[src/hw/crc_pkg.sv]
// Package: register map, field positions, reset values and timing for the reference control block
// How it works
// - Status top bits mirror both comparator outputs
// - Select bit 5 picks ladder or fixed for one
// - Select bit 4 picks ladder or fixed for two
// - Status low four bits read zero, ignore writes
// - Divider power follows ladder enable only
// - Low range tap equals level of 24
// - High range tap equals eight plus level of 32
// - Sixteen levels; source zero grounds ladder bottom
// - Disabled, low range, level zero clamps to ground
// - Pin output bit drives pin, disables digital buffers
// - Port read of reference pin returns zero
// - Sleep wake leaves ladder control unchanged
// - Reset clears ladder enable, fixed enable, pin output
// - Reset clears range and level fields
// - Fixed enable bit powers the fixed reference
// - Oscillator, detector, brownout, converter force fixed on
// - Stable flag sets after settling time elapses
// - Source bit picks external pins or supply span
// - Comparator bit picks external pin or internal reference
package crc_pkg;
    localparam logic [11:0] OFF_MIRROR_REFSEL = 12'h000;
    localparam logic [11:0] OFF_LADDER_CTRL   = 12'h004;
    localparam logic [11:0] OFF_FIXED_CTRL    = 12'h008;
    localparam logic [11:0] OFF_CMP_INPUT_SEL = 12'h00C;

    localparam int BIT_CMP_ONE_MIRROR = 7;
    localparam int BIT_CMP_TWO_MIRROR = 6;
    localparam int BIT_CMP_ONE_RSEL   = 5;
    localparam int BIT_CMP_TWO_RSEL   = 4;
    localparam int BIT_LADDER_EN      = 7;
    localparam int BIT_LADDER_OE      = 6;
    localparam int BIT_LADDER_RANGE   = 5;
    localparam int BIT_LADDER_SRC     = 4;
    localparam int BIT_FIXED_EN       = 7;
    localparam int BIT_FIXED_STABLE   = 6;
    localparam int BIT_NONINV_ONE     = 0;
    localparam int BIT_NONINV_TWO     = 1;

    localparam logic [7:0] RST_MIRROR_REFSEL = 8'h00;
    localparam logic [7:0] RST_LADDER_CTRL   = 8'h00;
    localparam logic [7:0] RST_FIXED_CTRL    = 8'h00;
    localparam logic [1:0] RST_CMP_INPUT_SEL = 2'h0;

    localparam logic [4:0] LOW_RANGE_STEPS   = 5'h18;
    localparam logic [5:0] HIGH_RANGE_STEPS  = 6'h20;
    localparam logic [4:0] HIGH_RANGE_OFFSET = 5'h08;

    localparam int CLK_PERIOD_NS      = 25;
    localparam int FIXED_SETTLE_US    = 25;
    localparam int FIXED_SETTLE_CYC   = (FIXED_SETTLE_US * 1000 + CLK_PERIOD_NS - 1) / CLK_PERIOD_NS;

    localparam logic [1:0] RESP_OKAY   = 2'b00;
    localparam logic [1:0] RESP_SLVERR = 2'b10;
endpackage

[src/hw/crc_ctrl.sv]
// Comparator reference control register bank with AXI4-Lite slave
//
// The register addresses and the AXI4-Lite register port are this design's own decisions.
module crc_ctrl #(
    parameter int SETTLE_CYCLES = crc_pkg::FIXED_SETTLE_CYC
) (
    input  wire logic        aclk,
    input  wire logic        aresetn,
    input  wire logic [11:0] s_axi_awaddr,
    input  wire logic        s_axi_awvalid,
    output logic             s_axi_awready,
    input  wire logic [31:0] s_axi_wdata,
    input  wire logic [3:0]  s_axi_wstrb,
    input  wire logic        s_axi_wvalid,
    output logic             s_axi_wready,
    output logic [1:0]       s_axi_bresp,
    output logic             s_axi_bvalid,
    input  wire logic        s_axi_bready,
    input  wire logic [11:0] s_axi_araddr,
    input  wire logic        s_axi_arvalid,
    output logic             s_axi_arready,
    output logic [31:0]      s_axi_rdata,
    output logic [1:0]       s_axi_rresp,
    output logic             s_axi_rvalid,
    input  wire logic        s_axi_rready,
    input  wire logic        cmp_one_result,
    input  wire logic        cmp_two_result,
    input  wire logic        fast_internal_oscillator,
    input  wire logic        voltage_detector,
    input  wire logic        brownout_reset,
    input  wire logic        adc_fixed_ref_chan,
    input  wire logic        ref_pin_port_in,
    input  wire logic        ref_pin_tris,
    output logic             ladder_power,
    output logic [4:0]       ladder_tap,
    output logic             ladder_low_range,
    output logic             ladder_source_sel,
    output logic             ladder_bottom_ground,
    output logic             ladder_pin_output_enable,
    output logic             ref_pin_digital_out_en,
    output logic             ref_pin_digital_in_en,
    output logic             ref_pin_port_read,
    output logic             fixed_ref_power,
    output logic             cmp_one_internal_ref_sel,
    output logic             cmp_two_internal_ref_sel,
    output logic             cmp_one_noninv_internal,
    output logic             cmp_two_noninv_internal
);
    import crc_pkg::*;

    // Control registers
    logic [1:0]  refsel_r;
    logic [7:0]  ladder_r;
    logic        fixed_en_r;
    logic [1:0]  noninv_r;
    logic        stable_r;
    logic [31:0] settle_cnt_r;
    logic [1:0]  cmp_meta_r;
    logic [1:0]  cmp_sync_r;
    logic        pin_meta_r;
    logic        pin_sync_r;
    // Write channel holding
    logic        aw_full_r;
    logic [11:0] aw_addr_r;
    logic        w_full_r;
    logic [31:0] w_data_r;
    logic        w_strb0_r;
    logic        bvalid_r;
    logic [1:0]  bresp_r;
    logic        rvalid_r;
    logic [31:0] rdata_r;
    logic [1:0]  rresp_r;

    // Address decode as a function, shared by read and write paths
    function automatic logic addr_mapped(input logic [11:0] a);
        addr_mapped = (a == OFF_MIRROR_REFSEL) || (a == OFF_LADDER_CTRL) ||
                      (a == OFF_FIXED_CTRL) || (a == OFF_CMP_INPUT_SEL);
    endfunction

    // Handshake decode
    wire         do_write  = aw_full_r && w_full_r && !bvalid_r;
    wire         wr_lane0  = do_write && w_strb0_r;
    wire         wr_mirror = wr_lane0 && (aw_addr_r == OFF_MIRROR_REFSEL);
    wire         wr_ladder = wr_lane0 && (aw_addr_r == OFF_LADDER_CTRL);
    wire         wr_fixed  = wr_lane0 && (aw_addr_r == OFF_FIXED_CTRL);
    wire         wr_noninv = wr_lane0 && (aw_addr_r == OFF_CMP_INPUT_SEL);
    wire         do_read   = s_axi_arvalid && !rvalid_r;
    wire         fixed_on  = fixed_en_r || fast_internal_oscillator || voltage_detector ||
                             brownout_reset || adc_fixed_ref_chan;

    // Register read images; unimplemented bits read as zero
    wire [7:0]   img_mirror = {cmp_sync_r[0], cmp_sync_r[1], refsel_r, 4'h0};
    wire [7:0]   img_fixed  = {fixed_en_r, stable_r, 6'h00};
    wire [7:0]   img_noninv = {6'h00, noninv_r};
    wire [7:0]   rd_img     = (s_axi_araddr == OFF_MIRROR_REFSEL) ? img_mirror :
                              (s_axi_araddr == OFF_LADDER_CTRL)   ? ladder_r   :
                              (s_axi_araddr == OFF_FIXED_CTRL)    ? img_fixed  :
                              (s_axi_araddr == OFF_CMP_INPUT_SEL) ? img_noninv : 8'h00;

    // Ready signals accept one of each while the slot is empty
    assign s_axi_awready = !aw_full_r;
    assign s_axi_wready  = !w_full_r;
    assign s_axi_arready = !rvalid_r;
    assign s_axi_bvalid  = bvalid_r;
    assign s_axi_bresp   = bresp_r;
    assign s_axi_rvalid  = rvalid_r;
    assign s_axi_rdata   = rdata_r;
    assign s_axi_rresp   = rresp_r;

    // Write address and data capture in either order
    always_ff @(posedge aclk) begin
        if (!aresetn) begin
            aw_full_r <= 1'b0;
            aw_addr_r <= 12'h000;
            w_full_r  <= 1'b0;
            w_data_r  <= 32'h0000_0000;
            w_strb0_r <= 1'b0;
        end else begin
            if (s_axi_awvalid && !aw_full_r) begin
                aw_full_r <= 1'b1;
                aw_addr_r <= s_axi_awaddr;
            end else if (do_write) begin
                aw_full_r <= 1'b0;
            end
            if (s_axi_wvalid && !w_full_r) begin
                w_full_r  <= 1'b1;
                w_data_r  <= s_axi_wdata;
                w_strb0_r <= s_axi_wstrb[0];
            end else if (do_write) begin
                w_full_r  <= 1'b0;
            end
        end
    end

    // Write response
    always_ff @(posedge aclk) begin
        if (!aresetn) begin
            bvalid_r <= 1'b0;
            bresp_r  <= RESP_OKAY;
        end else if (do_write) begin
            bvalid_r <= 1'b1;
            bresp_r  <= addr_mapped(aw_addr_r) ? RESP_OKAY : RESP_SLVERR;
        end else if (s_axi_bready) begin
            bvalid_r <= 1'b0;
        end
    end

    // Read response, data held until taken
    always_ff @(posedge aclk) begin
        if (!aresetn) begin
            rvalid_r <= 1'b0;
            rdata_r  <= 32'h0000_0000;
            rresp_r  <= RESP_OKAY;
        end else if (do_read) begin
            rvalid_r <= 1'b1;
            rdata_r  <= {24'h00_0000, rd_img};
            rresp_r  <= addr_mapped(s_axi_araddr) ? RESP_OKAY : RESP_SLVERR;
        end else if (s_axi_rready) begin
            rvalid_r <= 1'b0;
        end
    end

    // Control registers; only the device reset clears them, not sleep
    always_ff @(posedge aclk) begin
        if (!aresetn) begin
            refsel_r   <= RST_MIRROR_REFSEL[BIT_CMP_ONE_RSEL:BIT_CMP_TWO_RSEL];
            ladder_r   <= RST_LADDER_CTRL;
            fixed_en_r <= RST_FIXED_CTRL[BIT_FIXED_EN];
            noninv_r   <= RST_CMP_INPUT_SEL;
        end else begin
            if (wr_mirror) begin
                refsel_r <= w_data_r[BIT_CMP_ONE_RSEL:BIT_CMP_TWO_RSEL];
            end
            if (wr_ladder) begin
                ladder_r <= w_data_r[7:0];
            end
            if (wr_fixed) begin
                fixed_en_r <= w_data_r[BIT_FIXED_EN];      // stable bit is read-only
            end
            if (wr_noninv) begin
                noninv_r <= w_data_r[1:0];
            end
        end
    end

    // Two-stage synchronisers for comparator results and the pin
    always_ff @(posedge aclk) begin
        if (!aresetn) begin
            cmp_meta_r <= 2'h0;
            cmp_sync_r <= 2'h0;
            pin_meta_r <= 1'b0;
            pin_sync_r <= 1'b0;
        end else begin
            cmp_meta_r <= {cmp_two_result, cmp_one_result};
            cmp_sync_r <= cmp_meta_r;
            pin_meta_r <= ref_pin_port_in;
            pin_sync_r <= pin_meta_r;
        end
    end

    // Settling counter: stable once the reference has run long enough
    always_ff @(posedge aclk) begin
        if (!aresetn || !fixed_on) begin
            settle_cnt_r <= 32'h0000_0000;
            stable_r     <= 1'b0;
        end else if (settle_cnt_r >= 32'(SETTLE_CYCLES - 1)) begin
            stable_r     <= 1'b1;
        end else begin
            settle_cnt_r <= settle_cnt_r + 32'h0000_0001;
        end
    end

    // Ladder outputs
    wire         low_range = ladder_r[BIT_LADDER_RANGE];
    wire [4:0]   level5    = {1'b0, ladder_r[3:0]};
    assign ladder_power         = ladder_r[BIT_LADDER_EN];
    assign ladder_low_range     = low_range;
    assign ladder_tap           = low_range ? level5 : (level5 + HIGH_RANGE_OFFSET);
    assign ladder_source_sel    = ladder_r[BIT_LADDER_SRC];
    assign ladder_bottom_ground = !ladder_r[BIT_LADDER_SRC];

    // Reference pin override
    wire         pin_ref = ladder_r[BIT_LADDER_OE];
    assign ladder_pin_output_enable = pin_ref;
    assign ref_pin_digital_out_en   = !pin_ref && !ref_pin_tris;
    assign ref_pin_digital_in_en    = !pin_ref;
    assign ref_pin_port_read        = pin_ref ? 1'b0 : pin_sync_r;

    // Fixed reference and comparator routing
    assign fixed_ref_power          = fixed_on;
    assign cmp_one_internal_ref_sel = refsel_r[1];
    assign cmp_two_internal_ref_sel = refsel_r[0];
    assign cmp_one_noninv_internal  = noninv_r[BIT_NONINV_ONE];
    assign cmp_two_noninv_internal  = noninv_r[BIT_NONINV_TWO];
endmodule

[config.mk]
export PLATFORM = sky130hd
export DESIGN_NAME = crc_ctrl
export DESIGN_NICKNAME = d
export VERILOG_FILES = /design/src/hw/crc_pkg.sv /design/src/hw/crc_ctrl.sv
export SDC_FILE = /design/constraint.sdc
export NUM_CORES = 1
export LEC_CHECK = 0
export BUFFER_PORTS_ARGS = -buffer_cell sky130_fd_sc_hd__buf_2
export CAP_MARGIN = 15
export CORE_MARGIN = 5
export CORE_UTILIZATION = 40
export DETAILED_ROUTE_END_ITERATION = 6
export GPL_TIMING_DRIVEN = 0
export HOLD_SLACK_MARGIN = 0.1
export PLACE_DENSITY = 0.72
export SKIP_LAST_GASP = 1
export SYNTH_ARGS = -nofsm -noshare
export SYNTH_HDL_FRONTEND = slang
export SYNTH_SLANG_ARGS = --single-unit
[constraint.sdc]
create_clock -name aclk -period 2.4 [get_ports aclk]
set_clock_uncertainty 0.15 [all_clocks]
set_input_delay 0.48 -clock aclk [delete_from_list [all_inputs] [get_ports aclk]]
set_output_delay 0.48 -clock aclk [all_outputs]
set_load 0.05 [all_outputs]
* Word level (Yosys, flattened, before mapping)
Cells that the tools add are included.
** Word-level totals
- Flip-flop bits (word level) :: 89
- Bits of input ports :: 75
** Operators by class
- Reduce and logical (&&, ||, !) cells :: 37
- Eq/ne operators :: 6
- Order comparisons :: 1
- Add/sub/neg operators :: 2
- Mux-type cells :: 15
** Operators by type and width (number)
- 12-bit by 4-bit equality test with 1-bit output, second input constant :: 4
- 32-bit by 1-bit adder with 32-bit output, second input constant :: 1
- 32-bit by 10-bit >= comparator with 1-bit output, second input constant :: 1
- 12-bit by 3-bit equality test with 1-bit output, second input constant :: 2
- 12-bit zero test :: 2
- 8-bit 2-to-1 mux :: 3
- 1-bit logical AND :: 11
- 1-bit logical OR :: 11
- 1-bit zero test :: 9
- 1-bit 2-to-1 mux :: 8
- 2-bit nonzero test :: 4
- 2-bit 2-to-1 mux :: 3
- 4-bit by 4-bit adder with 5-bit output, second input constant :: 1
- 5-bit 2-to-1 mux :: 1

* Logic depth before layout (Yosys ltp)
- Depth after elaboration :: 6
- Mapped depth :: 6
- Mapped depth without buffers :: 5

* Worst setup path after synthesis
No wires, ideal clock.
- Path kind :: reg2out
- Start point :: register ladder_r[5]
- End point :: output ladder_tap[3]
- Stages on the path, launching flop included :: 3
- Buffers on the path :: 0
- Arrival time :: 1.290 ns
- Data required time :: 1.770 ns
- Slack :: 0.480 ns
- Cell sequence :: dfxtp_1 > inv_1 > ha_1
** On the way
- Word-level cells in the longest chain between the ends :: 1
** Ends and longest elaborated chain
- start, declared :: RTL line crc_ctrl.sv:53 : logic [7:0] ladder_r;
- start signal, assigned :: RTL line crc_ctrl.sv:175 : ladder_r <= w_data_r[7:0];
- 5-bit 2-to-1 mux :: RTL line crc_ctrl.sv:218 : assign ladder_tap = low_range ? level5 : (level5 + HIGH_RANGE_OFFSET);
- end, declared :: RTL line crc_ctrl.sv:35 : output logic [4:0] ladder_tap,
Every way passes these cells.

* Worst setup path after layout
- Start point :: register settle_cnt_r[0]
- End point :: register stable_r
** On the way
- Word-level cells in the longest chain between the ends :: 1
** Ends and longest elaborated chain
- start, declared :: RTL line crc_ctrl.sv:57 : logic [31:0] settle_cnt_r;
- start signal, assigned :: RTL line crc_ctrl.sv:209 : settle_cnt_r <= settle_cnt_r + 32'h0000_0001;
- 32-bit by 10-bit >= comparator with 1-bit output :: RTL line crc_ctrl.sv:206 : end else if (settle_cnt_r >= 32'(SETTLE_CYCLES - 1)) begin
- end signal, assigned :: RTL line crc_ctrl.sv:205 : stable_r <= 1'b0;
- end signal, assigned :: RTL line crc_ctrl.sv:207 : stable_r <= 1'b1;
- end, declared :: RTL line crc_ctrl.sv:56 : logic stable_r;
Every way passes these cells.
A chain may end at the register's enable or synchronous reset.

==> reports/results.tsv <==
metric	value	unit
# fillers	853	
Routed Antenna Nets	0	
diodes inserted	0	
Worst Tran Pin Value	533	ps
IO Pins	134	
initial antenna violation count	0	
drt via density	4.77	
Max-Cap Viols	0	
post-synthesis async set-or-reset flop share	0	
Setup-failing EPs final	0	
fmax	493	MHz
compound-gate portion of the synthesized area	0.0844	
sequential share of power	0.522	
die area	10900	um2
fin crit share	0.845	
Avg Inst Size Synth	8.82	um2
cts bufs inserted	9	
count of cell types in the netlist	36	
Slew Limit Fails	0	
drt wl/cell	12.8	um
Area growth, synth to finish	23.0	%
synthesized cell area	3570	um2
Post-synth EDFFs	0	
Reg clk slew, reported paths	90	ps
warnings from Yosys	0	
top-count cell post-synth	dfxtp_1	
crit path DAT	2090	ps
Final Hold Viols	0	
nets	596	
largest family of logic cells by synthesized area	simple AND/OR/NAND/NOR gates	
WL final	8090	um
Die X	105	um
number of global-route vias before repair	2935	
gr usage total	0.149	
crit path time final	2030	ps
Max VDD drop	0.338	mV
FP Rows	34	
Synth Area in Adders	0.00700	
DRC	0	
synth top area cells	dfxtp_1 (49%), nand2_1 (9.0%), buf_4 (6.1%)	
Sequential Area	1740	um2
RSZ-0062 raised after global routing	no	
proportion of layout cells with a drive suffix above 1	0.250	
Logic pwr share	0.120	
crit end category	flip-flop	
worst-path maximum fanout	10	
quantity of hold-fixing buffers added after cts	0	
DP HPWL	6320	um
TNS Setup	0	ps
clock sink count	87	
drt first pass iters	4	
CTS tree	yes	
Synth Register Bits	87	
final cell count without fillers	632	
Worst slew margin	0.644	
RePlAce Congestion	0.816	
placed insts	616	
Starting Density	0.410	
Skew-Pair Late Insertion Delay	350	ps
first-pass GRT wire length	13400	um
grt ovf	0	
post-synthesis sequential area ratio	0.487	
CP required	2470	ps
switching share of power	0.278	
largest net degree at the start of global routing	17	
Iteration-0 DRC Markers	94	
cts repair resizes	0	
startpoint types	flip-flop	
# Post-CTS Setup Buffers	0	
Int Pwr	2.08	mW
Port Buffer Count	78	
CTS Root Cell	clkbuf_8	
WS Path Type	reg2reg	
most instantiated cells after synthesis	dfxtp_1 (87), nand2_1 (86), and2_1 (29), buf_4 (29), a21oi_1 (27)	
Die Ht	105	um
cells after synthesis	405	
simple-gate share of the synthesized area	0.259	
clock share of power	0.358	
via count	3015	
PD cells	655	nW/um2
post-synthesis xor/xnor area fraction	0	
core area	8720	um2
top cell type's share of synthesized area	0.487	
largest area contributor in the synthesized netlist	dfxtp_1	
area of the multi-input gates	1580	um2
Max Buffers Root-to-Sink	2	
LEAKAGE	1.94	nW
status	finished clean	
worst hold path type	in2reg	
CTS H-tree depth	3	
NetSw	799	uW
ys flop type	dfxtp_1	
mux cell area share after synthesis	0.0651	
-- kinds of logic (layout without fill, tap and decap cells) --
logic type | Yosys count | in the layout
simple gates | 185 | 185
flops | 87 | 87
buf+inv | 59 | 153
compound gates | 48 | 48
mux | 23 | 23
fa+ha+maj | 2 | 2
other cells | 1 | 26
-- per-stage QoR --
stage | hold WS, ps | utilization | power, mW | cell area, um2 | setup WS (ps)
6_report | 177 | 0.504 | 2.88 | 4400 | 371
5_1_grt | 173 | 0.504 | 2.99 | 4400 | 208
4_1_cts | 164 | 0.504 | 2.90 | 4400 | 359
3_5_place_dp | 277 | 0.481 | 1.88 | 4190 | 140
3_3_place_gp | 266 | 0.481 | 1.87 | 4190 | 192
2_1_floorplan | 262 | - | 1.80 | 3670 | 480
-- routing by layer --
metal / share of wire / global-route usage / vias up
li1: - / - / 1534
met1: 0.41 / 0.176 / 1372
met2: 0.50 / 0.253 / 101
met3: 0.086 / 0.0559 / 8
met4: 0.012 / 0.0444 / 0
met5: 0 / 0 / -
-- critical path, stage by stage, from the launching register on --
cell	delay (ps)
dfxtp_1	340
ha_1	220
and2_4	170
o311a_1	310
buf_6	140
nor3_1	370
a21boi_0	180
-- cell type report --
type,count,area share
sequential,87,0.396
multi-input combinational,284,0.360
timing repair buffer,78,0.0888
buffer,50,0.0700
tap,108,0.0307
clock buffer,9,0.0282
clock inverter,7,0.0179
inverter,9,0.00769
-- power by group through the flow --
| stage | clock network (mW) | logic, mW | registers (mW) |
|---|---|---|---|
| 2_1_floorplan | 0 | 0.251 | 1.54 |
| 5_1_grt | 1.11 | 0.378 | 1.51 |
| 3_5_place_dp | 0 | 0.345 | 1.54 |
| 6_report | 1.03 | 0.345 | 1.50 |
| 4_1_cts | 1.06 | 0.345 | 1.50 |
| 3_3_place_gp | 0 | 0.338 | 1.53 |
-- registers in the layout, summed over array words and instances, names as in the netlist, 2 cells and up --
name,count
s_axi_rdata,8
noninv_r,2
settle_cnt_r,32
refsel_r,2
aw_addr_r,12
w_data_r,8
cmp_meta_r,2
ladder_r,8
cmp_sync_r,2
-- final timing paths --
path	end	slack [ps]	depth (start not counted)	from
setup reg to reg	stable_r$_SDFFE_PP0P_	370	6	settle_cnt_r[0]$_SDFFE_PP0N_
hold / removal	cmp_meta_r[1]$_SDFF_PN0_	180	2	cmp_two_result
setup / recovery	stable_r$_SDFFE_PP0P_	370	6	settle_cnt_r[0]$_SDFFE_PP0N_
hold reg to reg	pin_sync_r$_SDFF_PN0_	290	1	pin_meta_r$_SDFF_PN0_
-- cell usage in the layout, fill, tap and decap left out, types with 17 or more instances in the layout --
cell type	synthesis	layout
a21oi_1	27	27
buf_4	29	29
nor2_1	17	17
nand2_1	86	86
and2_1	29	29
clkbuf_1	17	17
dfxtp_1	87	87
buf_2	3	81
mux2i_1	21	21
conb_1	1	26
Power figures use the tool's default switching activity.
